`src/hpag_pkg.sv`:
```
// Constants shared by the host port alignment and pin guard block
package hpag_pkg;

	// ------------------------------------------------------------
	// Register word offsets on the Avalon-MM slave
	// ------------------------------------------------------------
	localparam int          ADDR_W       = 3;
	localparam logic [2:0]  REG_CTRL     = 3'h0;
	localparam logic [2:0]  REG_WINDOW   = 3'h1;
	localparam logic [2:0]  REG_AUX      = 3'h2;
	localparam logic [2:0]  REG_PFC      = 3'h3;
	localparam logic [2:0]  REG_STAT     = 3'h4;

	// ------------------------------------------------------------
	// Control register fields
	// ------------------------------------------------------------
	localparam int          CTRL_SWAP    = 0;
	localparam int          CTRL_ORDER   = 1;
	localparam int          CTRL_HALF    = 2;
	localparam int          CTRL_IRQ     = 4;
	localparam int          CTRL_DREQ    = 5;
	localparam logic [1:0]  HALF_UPPER   = 2'h0;
	localparam logic [1:0]  HALF_LOWER   = 2'h2;
	localparam logic [31:0] CTRL_RESET   = 32'h00000000;

	// ------------------------------------------------------------
	// Pin groups and pin function control fields
	// ------------------------------------------------------------
	localparam int          NGROUP       = 8;
	localparam int          G_READY      = 0;
	localparam int          G_IRQ        = 1;
	localparam int          G_DREQ       = 2;
	localparam int          G_DATA       = 3;
	localparam int          G_SEL        = 4;
	localparam int          G_RSEL       = 5;
	localparam int          G_WR         = 6;
	localparam int          G_RD         = 7;
	localparam int          PFC_EBL      = 0;
	localparam int          PFC_GRP      = 1;
	localparam logic [8:0]  PFC_RESET    = 9'h000;

	// ------------------------------------------------------------
	// Status register fields and synchroniser layout
	// ------------------------------------------------------------
	localparam int          STAT_BOOT    = 0;
	localparam int          STAT_EBL     = 1;
	localparam int          STAT_PINS    = 8;
	localparam int          PIN_W        = 22;
	localparam int          P_BOOT       = 0;
	localparam int          P_EBL        = 1;
	localparam int          P_SEL        = 2;
	localparam int          P_RSEL       = 3;
	localparam int          P_WR         = 4;
	localparam int          P_RD         = 5;
	localparam int          P_DATA       = 6;

endpackage : hpag_pkg

```
`src/hpag_align.sv`:
```
// Lane alignment between a 32-bit register and the 16 data pins
module hpag_align
	import hpag_pkg::*;
(
	input  wire logic [31:0] word,
	input  wire logic        swap,
	input  wire logic        half_order,
	input  wire logic [1:0]  half_sel,
	input  wire logic        is_window,
	input  wire logic [15:0] pin_data,
	output logic      [15:0] pin_word,
	output logic      [31:0] merged
);

	logic        upper;
	logic        swap_eff;
	logic        src_up;
	logic [15:0] half;
	logic [15:0] wdat;

	// Only bit 1 of the half field selects; order bit reverses it
	always_comb begin
		upper    = (half_sel[1] == HALF_UPPER[1]) ^ half_order;
		swap_eff = swap & is_window;
		// Swap reverses all four bytes, so it also flips the half
		src_up   = upper ^ swap_eff;
		half     = src_up ? word[31:16] : word[15:0];
		pin_word = swap_eff ? {half[7:0], half[15:8]} : half;
		wdat     = swap_eff ? {pin_data[7:0], pin_data[15:8]} : pin_data;
		merged   = src_up ? {wdat, word[15:0]} : {word[31:16], wdat};
	end

endmodule : hpag_align

```
`src/hpag_top.sv`:
```
// Host port data alignment and pin buffer guard with Avalon-MM registers
//
// Implementation choices: the address map and the Avalon-MM register port.
module hpag_top
	import hpag_pkg::*;
(
	input  wire logic              clock,
	input  wire logic              rst,
	input  wire logic [ADDR_W-1:0] avs_address,
	input  wire logic              avs_read,
	input  wire logic              avs_write,
	input  wire logic [31:0]       avs_writedata,
	input  wire logic [3:0]        avs_byteenable,
	output logic      [31:0]       avs_readdata,
	output logic                   avs_waitrequest,
	input  wire logic              boot_mode_in,
	input  wire logic              port_enable_in,
	input  wire logic              port_select_in,
	input  wire logic              register_select_in,
	input  wire logic              write_strobe_in,
	input  wire logic              read_strobe_in,
	input  wire logic [15:0]       host_data_pins_in,
	output logic      [15:0]       host_data_pins_out,
	output logic                   host_data_pins_oe,
	output logic                   ready_out,
	output logic                   ready_oe,
	output logic                   irq_out,
	output logic                   irq_oe,
	output logic                   dma_request_out,
	output logic                   dma_request_oe,
	output logic      [NGROUP-1:0] pin_in_buf_en
);

	// ------------------------------------------------------------
	// Pin synchronisers
	// ------------------------------------------------------------
	logic [PIN_W-1:0] pin_meta;
	logic [PIN_W-1:0] pin_s;
	logic             wr_prev;

	always_ff @(posedge clock) begin
		pin_meta <= {host_data_pins_in, read_strobe_in, write_strobe_in,
			register_select_in, port_select_in, port_enable_in,
			boot_mode_in};
		pin_s    <= pin_meta;
	end

	logic        ebl_s;
	logic        sel_s;
	logic        rsel_s;
	logic        wr_s;
	logic        rd_s;
	logic [15:0] data_s;

	assign ebl_s  = pin_s[P_EBL];
	assign sel_s  = pin_s[P_SEL];
	assign rsel_s = pin_s[P_RSEL];
	assign wr_s   = pin_s[P_WR];
	assign rd_s   = pin_s[P_RD];
	assign data_s = pin_s[P_DATA +: 16];

	// ------------------------------------------------------------
	// Registers
	// ------------------------------------------------------------
	logic [31:0]   ctrl;
	logic [31:0]   window;
	logic [31:0]   aux;
	logic [8:0]    pin_function_ctrl;
	logic          boot;
	logic          dreq_flag;
	logic [NGROUP-1:0] gate;
	logic          bus_req;
	logic          bus_done;
	logic          host_commit;
	logic          host_rd_start;
	logic [15:0]   win_pins;
	logic [15:0]   aux_pins;
	logic [31:0]   win_merged;
	logic [31:0]   aux_merged;

	assign bus_req  = avs_read | avs_write;
	assign bus_done = bus_req & ~avs_waitrequest;

	// Boot level caught while reset is held
	always_ff @(posedge clock) begin
		if (rst) begin
			boot <= pin_s[P_BOOT];
		end
	end

	// ------------------------------------------------------------
	// Pin function gating per group
	// ------------------------------------------------------------
	logic              ebl_fn;
	logic [NGROUP-1:0] next_gate;

	assign ebl_fn = boot | pin_function_ctrl[PFC_EBL];

	genvar g;
	generate
		for (g = 0; g < NGROUP; g++) begin : g_gate
			always_comb begin
				// Enable pin lacking host function forces this group off
				next_gate[g] = (boot | pin_function_ctrl[PFC_GRP + g]) & ebl_fn
					& ebl_s;
			end
		end
	endgenerate

	always_ff @(posedge clock) begin
		if (rst) begin
			gate <= '0;
		end else begin
			gate <= next_gate;
		end
	end

	// ------------------------------------------------------------
	// Host access detection
	// ------------------------------------------------------------
	logic strobes_on;

	assign strobes_on = gate[G_SEL] & gate[G_RSEL] & gate[G_WR]
		& gate[G_RD] & gate[G_DATA];

	always_ff @(posedge clock) begin
		if (rst) begin
			wr_prev <= 1'b0;
		end else begin
			wr_prev <= wr_s & strobes_on;
		end
	end

	// Write commits on the trailing edge of the write strobe
	assign host_commit   = wr_prev & ~wr_s & sel_s & strobes_on;
	// Read start pulses once, before the data pins are driven
	assign host_rd_start = sel_s & rd_s & strobes_on & ~host_data_pins_oe;

	hpag_align u_win (
		.word       (window),
		.swap       (ctrl[CTRL_SWAP]),
		.half_order (ctrl[CTRL_ORDER]),
		.half_sel   (ctrl[CTRL_HALF +: 2]),
		.is_window  (1'b1),
		.pin_data   (data_s),
		.pin_word   (win_pins),
		.merged     (win_merged)
	);

	hpag_align u_aux (
		.word       (aux),
		.swap       (ctrl[CTRL_SWAP]),
		.half_order (ctrl[CTRL_ORDER]),
		.half_sel   (ctrl[CTRL_HALF +: 2]),
		.is_window  (1'b0),
		.pin_data   (data_s),
		.pin_word   (aux_pins),
		.merged     (aux_merged)
	);

	// ------------------------------------------------------------
	// Avalon-MM slave: one wait cycle per access
	// ------------------------------------------------------------
	always_ff @(posedge clock) begin
		if (rst) begin
			avs_waitrequest <= 1'b1;
		end else if (bus_req && avs_waitrequest) begin
			avs_waitrequest <= 1'b0;
		end else begin
			avs_waitrequest <= 1'b1;
		end
	end

	// Read data captured in the wait cycle, shown when wait drops
	always_ff @(posedge clock) begin
		if (rst) begin
			avs_readdata <= '0;
		end else if (avs_read && avs_waitrequest) begin
			case (avs_address)
				REG_CTRL:   avs_readdata <= {ctrl[31:CTRL_DREQ + 1],
					dreq_flag, ctrl[CTRL_DREQ - 1:0]};
				REG_WINDOW: avs_readdata <= window;
				REG_AUX:    avs_readdata <= aux;
				REG_PFC:    avs_readdata <= {23'h000000, pin_function_ctrl};
				REG_STAT:   avs_readdata <= {8'h00, data_s, 6'h00,
					ebl_s, boot};
				default:    avs_readdata <= '0;
			endcase
		end
	end

	always_ff @(posedge clock) begin
		if (rst) begin
			ctrl <= CTRL_RESET;
			pin_function_ctrl  <= PFC_RESET;
		end else if (avs_write && bus_done) begin
			for (int b = 0; b < 4; b++) begin
				if (avs_byteenable[b] && avs_address == REG_CTRL) begin
					ctrl[b*8 +: 8] <= avs_writedata[b*8 +: 8];
				end
			end
			if (avs_address == REG_PFC) begin
				if (avs_byteenable[0]) begin
					pin_function_ctrl[7:0] <= avs_writedata[7:0];
				end
				if (avs_byteenable[1]) begin
					pin_function_ctrl[8] <= avs_writedata[8];
				end
			end
		end
	end

	// Host write after a bus write in the same cycle takes precedence
	always_ff @(posedge clock) begin
		if (rst) begin
			window <= '0;
			aux    <= '0;
		end else begin
			for (int b = 0; b < 4; b++) begin
				if (avs_write && bus_done && avs_byteenable[b]) begin
					if (avs_address == REG_WINDOW) begin
						window[b*8 +: 8] <= avs_writedata[b*8 +: 8];
					end
					if (avs_address == REG_AUX) begin
						aux[b*8 +: 8] <= avs_writedata[b*8 +: 8];
					end
				end
			end
			if (host_commit && rsel_s) begin
				window <= win_merged;
			end else if (host_commit) begin
				aux <= aux_merged;
			end
		end
	end

	// DMA request set by software wins over a clear by the host
	always_ff @(posedge clock) begin
		if (rst) begin
			dreq_flag <= 1'b0;
		end else if (avs_write && bus_done && avs_address == REG_CTRL
			&& avs_byteenable[0] && avs_writedata[CTRL_DREQ]) begin
			dreq_flag <= 1'b1;
		end else if ((host_commit || host_rd_start) && rsel_s) begin
			dreq_flag <= 1'b0;
		end
	end

	// ------------------------------------------------------------
	// Pin drivers
	// ------------------------------------------------------------
	// Ready drops while a host write strobe is seen
	always_ff @(posedge clock) begin
		if (rst) begin
			ready_out <= 1'b0;
			ready_oe  <= pin_s[P_BOOT];
		end else begin
			ready_out <= ~(sel_s & wr_s);
			ready_oe  <= next_gate[G_READY];
		end
	end

	always_ff @(posedge clock) begin
		if (rst) begin
			irq_out         <= 1'b0;
			irq_oe          <= 1'b0;
			dma_request_out <= 1'b0;
			dma_request_oe  <= 1'b0;
			pin_in_buf_en   <= '0;
		end else begin
			irq_out         <= ctrl[CTRL_IRQ];
			irq_oe          <= next_gate[G_IRQ];
			dma_request_out <= dreq_flag;
			dma_request_oe  <= next_gate[G_DREQ];
			pin_in_buf_en   <= next_gate;
		end
	end

	// Data pins driven only during a gated host read
	always_ff @(posedge clock) begin
		if (rst) begin
			host_data_pins_oe  <= 1'b0;
			host_data_pins_out <= '0;
		end else begin
			host_data_pins_oe  <= sel_s & rd_s & strobes_on
				& next_gate[G_DATA];
			host_data_pins_out <= rsel_s ? win_pins : aux_pins;
		end
	end

endmodule : hpag_top

```
`config.mk`:
```
export PLATFORM = sky130hd
export DESIGN_NAME = hpag_top
export DESIGN_NICKNAME = d
export VERILOG_FILES = /design/src/hpag_pkg.sv /design/src/hpag_align.sv /design/src/hpag_top.sv
export SDC_FILE = /design/constraint.sdc
export NUM_CORES = 1
export LEC_CHECK = 0
export BUFFER_PORTS_ARGS = -buffer_cell sky130_fd_sc_hd__buf_4
export CAP_MARGIN = 30
export CELL_PAD_IN_SITES_DETAIL_PLACEMENT = 0
export CELL_PAD_IN_SITES_GLOBAL_PLACEMENT = 2
export CORE_AREA = 2 2 209 159
export CTS_CLUSTER_SIZE = 14
export DETAILED_ROUTE_END_ITERATION = 16
export DIE_AREA = 0 0 211 161
export GPL_TIMING_DRIVEN = 0
export PLACE_DENSITY = 0.78
export SYNTH_ARGS = -nofsm -noshare
export SYNTH_HDL_FRONTEND = slang
export SYNTH_HIERARCHICAL = 1
export SYNTH_SLANG_ARGS = --single-unit
```
`constraint.sdc`:
```
create_clock -name clock -period 1.98 [get_ports clock]
set_input_delay 0.495 -clock clock [delete_from_list [all_inputs] [get_ports clock]]
set_output_delay 0.495 -clock clock [all_outputs]
set_load 0.005 [all_outputs]
```
# --- After elaboration in Yosys (flattened, before gate mapping) ---
# Cells that the tools add are included.
# Widths: inputs -> output; s select.
op_classes:
  eq_ne: 8
  bitwise_logic: 47
  mux: 31
  reduce_logical: 34
op_table:
  columns: ["operator", "n"]
  rows:
  - ["$mux 32", 5]
  - ["$pmux 32 s5", 1]
  - ["$mux 8", 16]
  - ["$mux 16", 5]
  - ["$and 1x1->1", 30]
  - ["$reduce_and 3->1", 6]
  - ["$logic_and 1x1->1", 16]
  - ["$reduce_bool 2->1", 6]
  - ["$or 1x1->1", 10]
  - ["$reduce_and 2->1", 4]
  - ["$eq 3x2->1 const B", 2]
  - ["$not 1->1", 5]
  - ["$mux 1", 4]
  - ["$eq 3x1->1 const B", 1]
  - ["$eq 3x3->1 const B", 1]
  - ["$logic_not 3->1", 1]
  - ["$ne 3x1->1 const B", 1]
  - ["$ne 3x3->1 const B", 1]
  - ["$ne 2x1->1 const B", 1]
  - ["$ne 2x2->1 const B", 1]
  - ["$xor 1x1->1", 2]
  - ["$logic_or 1x1->1", 1]
word_totals:
  register_bits: 216
  wordCells: 148
  in_bits: 65

# --- Longest topological paths before layout ---
logic_depth:
  word_depth: 10
  ltp_mapped: 7
  depth_no_buf: 5

# --- Cells and area by module ---
# The synthesis kept the hierarchy.
modules_own_cells:
  columns: ["mod", "area_each_um2", "seq_area_each_um2", "n_inst", "cells_per_inst"]
  rows:
  - ["hpag_top", 8260.4, 4274.1, 1, 884]
  - ["hpag_align", 1086.0, 0.0, 2, 100]

# --- Worst setup path after synthesis ---
# OpenSTA, ideal clock, no wires.
synth_path:
  path_kind: "flip-flop to flip-flop"
  startpoint: "register ctrl[1]"
  endpoint: "register host_data_pins_out[12]"
  stages_incl_launch_ff: 6
  slack_ps: 6
  arrival_time_ps: 1847
  path_buffers: 1
  cell_sequence: "dfxtp_1 xnor2_2 buf_2 mux4_2 mux2i_1 nor2_1"
synth_via:
  elab_chain_len: 5
  word_cells_on_any_way: 6
synth_rtl:
  columns: ["item", "line_no", "source"]
  rows:
  - ["start, declared", "hpag_top.sv:65", "logic [31:0] ctrl;"]
  - ["start signal, assigned by index", "hpag_top.sv:199", "ctrl[b*8 +: 8] <= avs_writedata[b*8 +: 8];"]
  - ["$xor 1x1->1", "hpag_align.sv:23", "upper = (half_sel[1] == HALF_UPPER[1]) ^ half_order;"]
  - ["$xor 1x1->1", "hpag_align.sv:26", "src_up = upper ^ swap_eff;"]
  - ["$mux 16", "hpag_align.sv:27", "half = src_up ? word[31:16] : word[15:0];"]
  - ["$mux 16", "hpag_align.sv:28", "pin_word = swap_eff ? {half[7:0], half[15:8]} : half;"]
  - ["via win_pins[12]", "hpag_top.sv:76", "logic [15:0] win_pins;"]
  - ["$mux 16", "hpag_top.sv:287", "host_data_pins_out <= rsel_s ? win_pins : aux_pins;"]
  - ["end signal, assigned", "hpag_top.sv:287", null]
  - ["end, declared", "hpag_top.sv:23", "output logic [15:0] host_data_pins_out,"]
# The timed path passes the listed nets, and every way through them passes these cells.
# A chain may end at the register's enable or synchronous reset.

# --- Worst setup path after layout ---
layout_path:
  startpoint: "register ctrl[1]"
  endpoint: "register host_data_pins_out[15]"
# Same word-level chain as after synthesis.

==> out/metrics.csv <==
metric,value,unit
number of buffers created by CTS,23,
CP max stage cell,dfxtp_4,
die width,211,um
Fin. Hold Viols,0,
"FFs w/ async S/R, synth",0,%
"Avg Cell Area, Syn",9.624,um^2
Final period util,99.20,%
# setup viols final,0,
Worst Path Arrival,2350,ps
min-delay worst type,in -> reg,
Critical Path RT,2360,ps
worst skew pair latency,530,ps
placed wire-length estimate,33.45,mm
Final min period,1964,ps
Final GP Congestion,0.9420,
# fillers,3196,
RSZ-0062 raised after global routing,yes,
PD cells,735.2,mW/mm^2
crit-path cells,xnor2_4 -> buf_2 -> mux4_2 -> mux2i_1 -> nor2_1,
Synth-to-Final Area Change,23.29,%
initial antenna violation count,0,
Rows,57,
Max Clock Freq,509.1,MHz
overflow left after global routing,0,
WHS,67.68,ps
synthesized cell area,0.01043,mm^2
share of layout cells above drive strength 1,24.48,%
number of port buffers,125,
Die Y,161,um
Lkg Pwr,4.623,nW
Setup CP Type,reg -> reg,
initial drt markers,1190,
Vias,9951,
Syn. warnings,6,
H-tree levels,1,
max-slew violation count,0,
prevailing post-synth register cell,dfxtp_1,
#FFs+latches synth,213,
DRT Wirelength,44.87,mm
Worst-Margin Slew,1039,ps
Tot GR Track Use,25.74,%
CTS tree,done,
Post-synth EDFFs,1,
most frequent cells in the layout,"208 x dfxtp_1, 142 x buf_4, 122 x nor2_1, 120 x nand2_1, 63 x or3_1",
setup TNS,0,ps
Die ar.,0.03397,mm^2
clock-pin slew on the worst setup and hold paths,70,ps
Avg Vias per Cell,5.955,
DRT Pass-1 Iters,5,
max cap viols,0,
clock network fraction of design power,45.3,%
Combinational Power Share,7.1,%
Sw Share,24.94,%
library cells used by synthesis,57,
area of the multi-input gates,0.005772,mm^2
DRC viols,0,
vias in the first global route,9052,
first-pass GRT wire length,63.78,mm
hold_buf cts,0,
CTS sink count,213,
run status,"complete, no violations",
total nets after synthesis,1149,
part of the power in registers,47.6,%
IO Count,129,
Slew Limit Headroom,30.75,%
core box area,0.03202,mm^2
FF+latch area,0.004284,mm^2
Max clock buf depth,3,
largest net degree at the start of global routing,14,
critical-path maximum fanout,10,
antenna cells,0,
DR WL/cell,26.85,um
register area share after synthesis,40.97,%
Critical Path End Type,register,
Psw,0.002359,W
crit start category,register,
placed cells,1623,
"commonest non-fill, non-tap cell in the layout",dfxtp_1,
final std cells w/o fill,1671,
final net count,1312,
Pint,0.007098,W
initial core utilization,32.58,%
VDD IR max,0.0004834,V
Antenna Nets Post-Route,0,
clk root buf,clkbuf_16,
CP max stage delay,420,ps
post-route clock skew,15.08,ps
synthesized netlist cell count,1084,
==> metrics by stage <==
stage	util [%]	area, um^2	setup slack [ps]	power, W
2_1_floorplan	-	10430	5.596	0.004830
3_3_place_gp	37.12	11890	-503.6	0.005238
3_5_place_dp	37.14	11890	-495.3	0.005237
4_1_cts	39.66	12700	1.732	0.009465
5_1_grt	40.17	12860	-25.78	0.009731
6_report	40.17	12860	15.90	0.009457
==> power groups by stage <==
| stage | clock [W] | sequential (W) | combinational [W] |
|---|---|---|---|
| final | 0.00429 | 0.00450 | 0.000674 |
| after global routing | 0.00453 | 0.00449 | 0.000705 |
| after CTS | 0.00432 | 0.00449 | 0.000655 |
| after detailed placement | 0 | 0.00459 | 0.000650 |
| after global placement | 0 | 0.00459 | 0.000651 |
| after floorplan | 0 | 0.00450 | 0.000326 |
==> area by class of cell <==
class                   count  area share, %
flip-flops and latches    213          33.31
inverters                   4         0.1167
well taps                 413          4.018
clock buffers              28          4.854
repair buffers            138          8.230
plain buffers              93          3.862
multi-input cells         774          44.87
clock inverters             8         0.7393
==> flip-flops by register name, indices dropped and copies added, names as in the netlist <==
register,cells
aux,32
avs_readdata,32
window,32
ctrl,31
pin_meta,22
pin_s,22
host_data_pins_out,16
pin_function_ctrl,9
pin_in_buf_en,8
avs_waitrequest,1
boot,1
dma_request_out,1
dreq_flag,1
host_data_pins_oe,1
irq_out,1
ready_oe,1
ready_out,1
wr_prev,1
==> path summary, 6_finish.rpt <==
| kind | startpoint | end | slack (ps) | cells past startpoint |
|---|---|---|---|---|
| setup reg to reg | ctrl[1] | host_data_pins_out[15] | 20 | 5 |
| hold / removal | host_data_pins_in[4] | pin_meta[10] | 70 | 1 |
| setup / recovery | ctrl[1] | host_data_pins_out[15] | 20 | 5 |
| hold reg to reg | pin_meta[11] | pin_s[11] | 320 | 0 |
==> worst max-delay path, delay by kind of cell, from the launching register on <==
family                 cells  cell delay, ps
XOR/XNOR                   1             340
multiplexers               2             660
flip-flops                 1             420
buffers and inverters      1             300
AND/OR/NAND/NOR            1              80
==> routing by layer <==
metal	wire length [um]	GRT usage, %	vias up
met3	4432	6.222	68
met2	17790	34.76	516
met4	982	6.178	0
met5	0	0	-
li1	-	-	4430
met1	21670	40.27	4937
==> timing repair <==
| action | 4_1_cts | 5_1_grt |
|---|---|---|
| setup endpoints to repair | 91 | 51 |
| pin swaps | 3 | 8 |
| gates resized for setup | 20 | 31 |
| buffers inserted | 3 | 9 |
==> logic make-up after synthesis <==
| group | synth area share [%] |
|---|---|
| flip-flops | 40.97 |
| other | 0.07199 |
| AND/OR/NAND/NOR | 17.69 |
| buffers and inverters | 4.485 |
| XOR/XNOR | 1.463 |
| AO/OA/AOI/OAI | 22.80 |
| multiplexers | 12.52 |
==> cell usage after synthesis, types with 20 or more instances <==
cell type | n | area share [%]
dfxtp_1 | 212 | 41
nand2_1 | 124 | 4.5
nor2_1 | 123 | 4.4
or3_1 | 63 | 3.8
o21ai_0 | 62 | 3.0
clkbuf_1 | 56 | 2.0
o221a_1 | 52 | 5.6
mux2i_1 | 51 | 4.9
a311oi_1 | 48 | 4.0
a21oi_1 | 41 | 2.0
mux4_2 | 30 | 6.5
buf_2 | 20 | 0.96
Power figures use the tool's default switching activity.
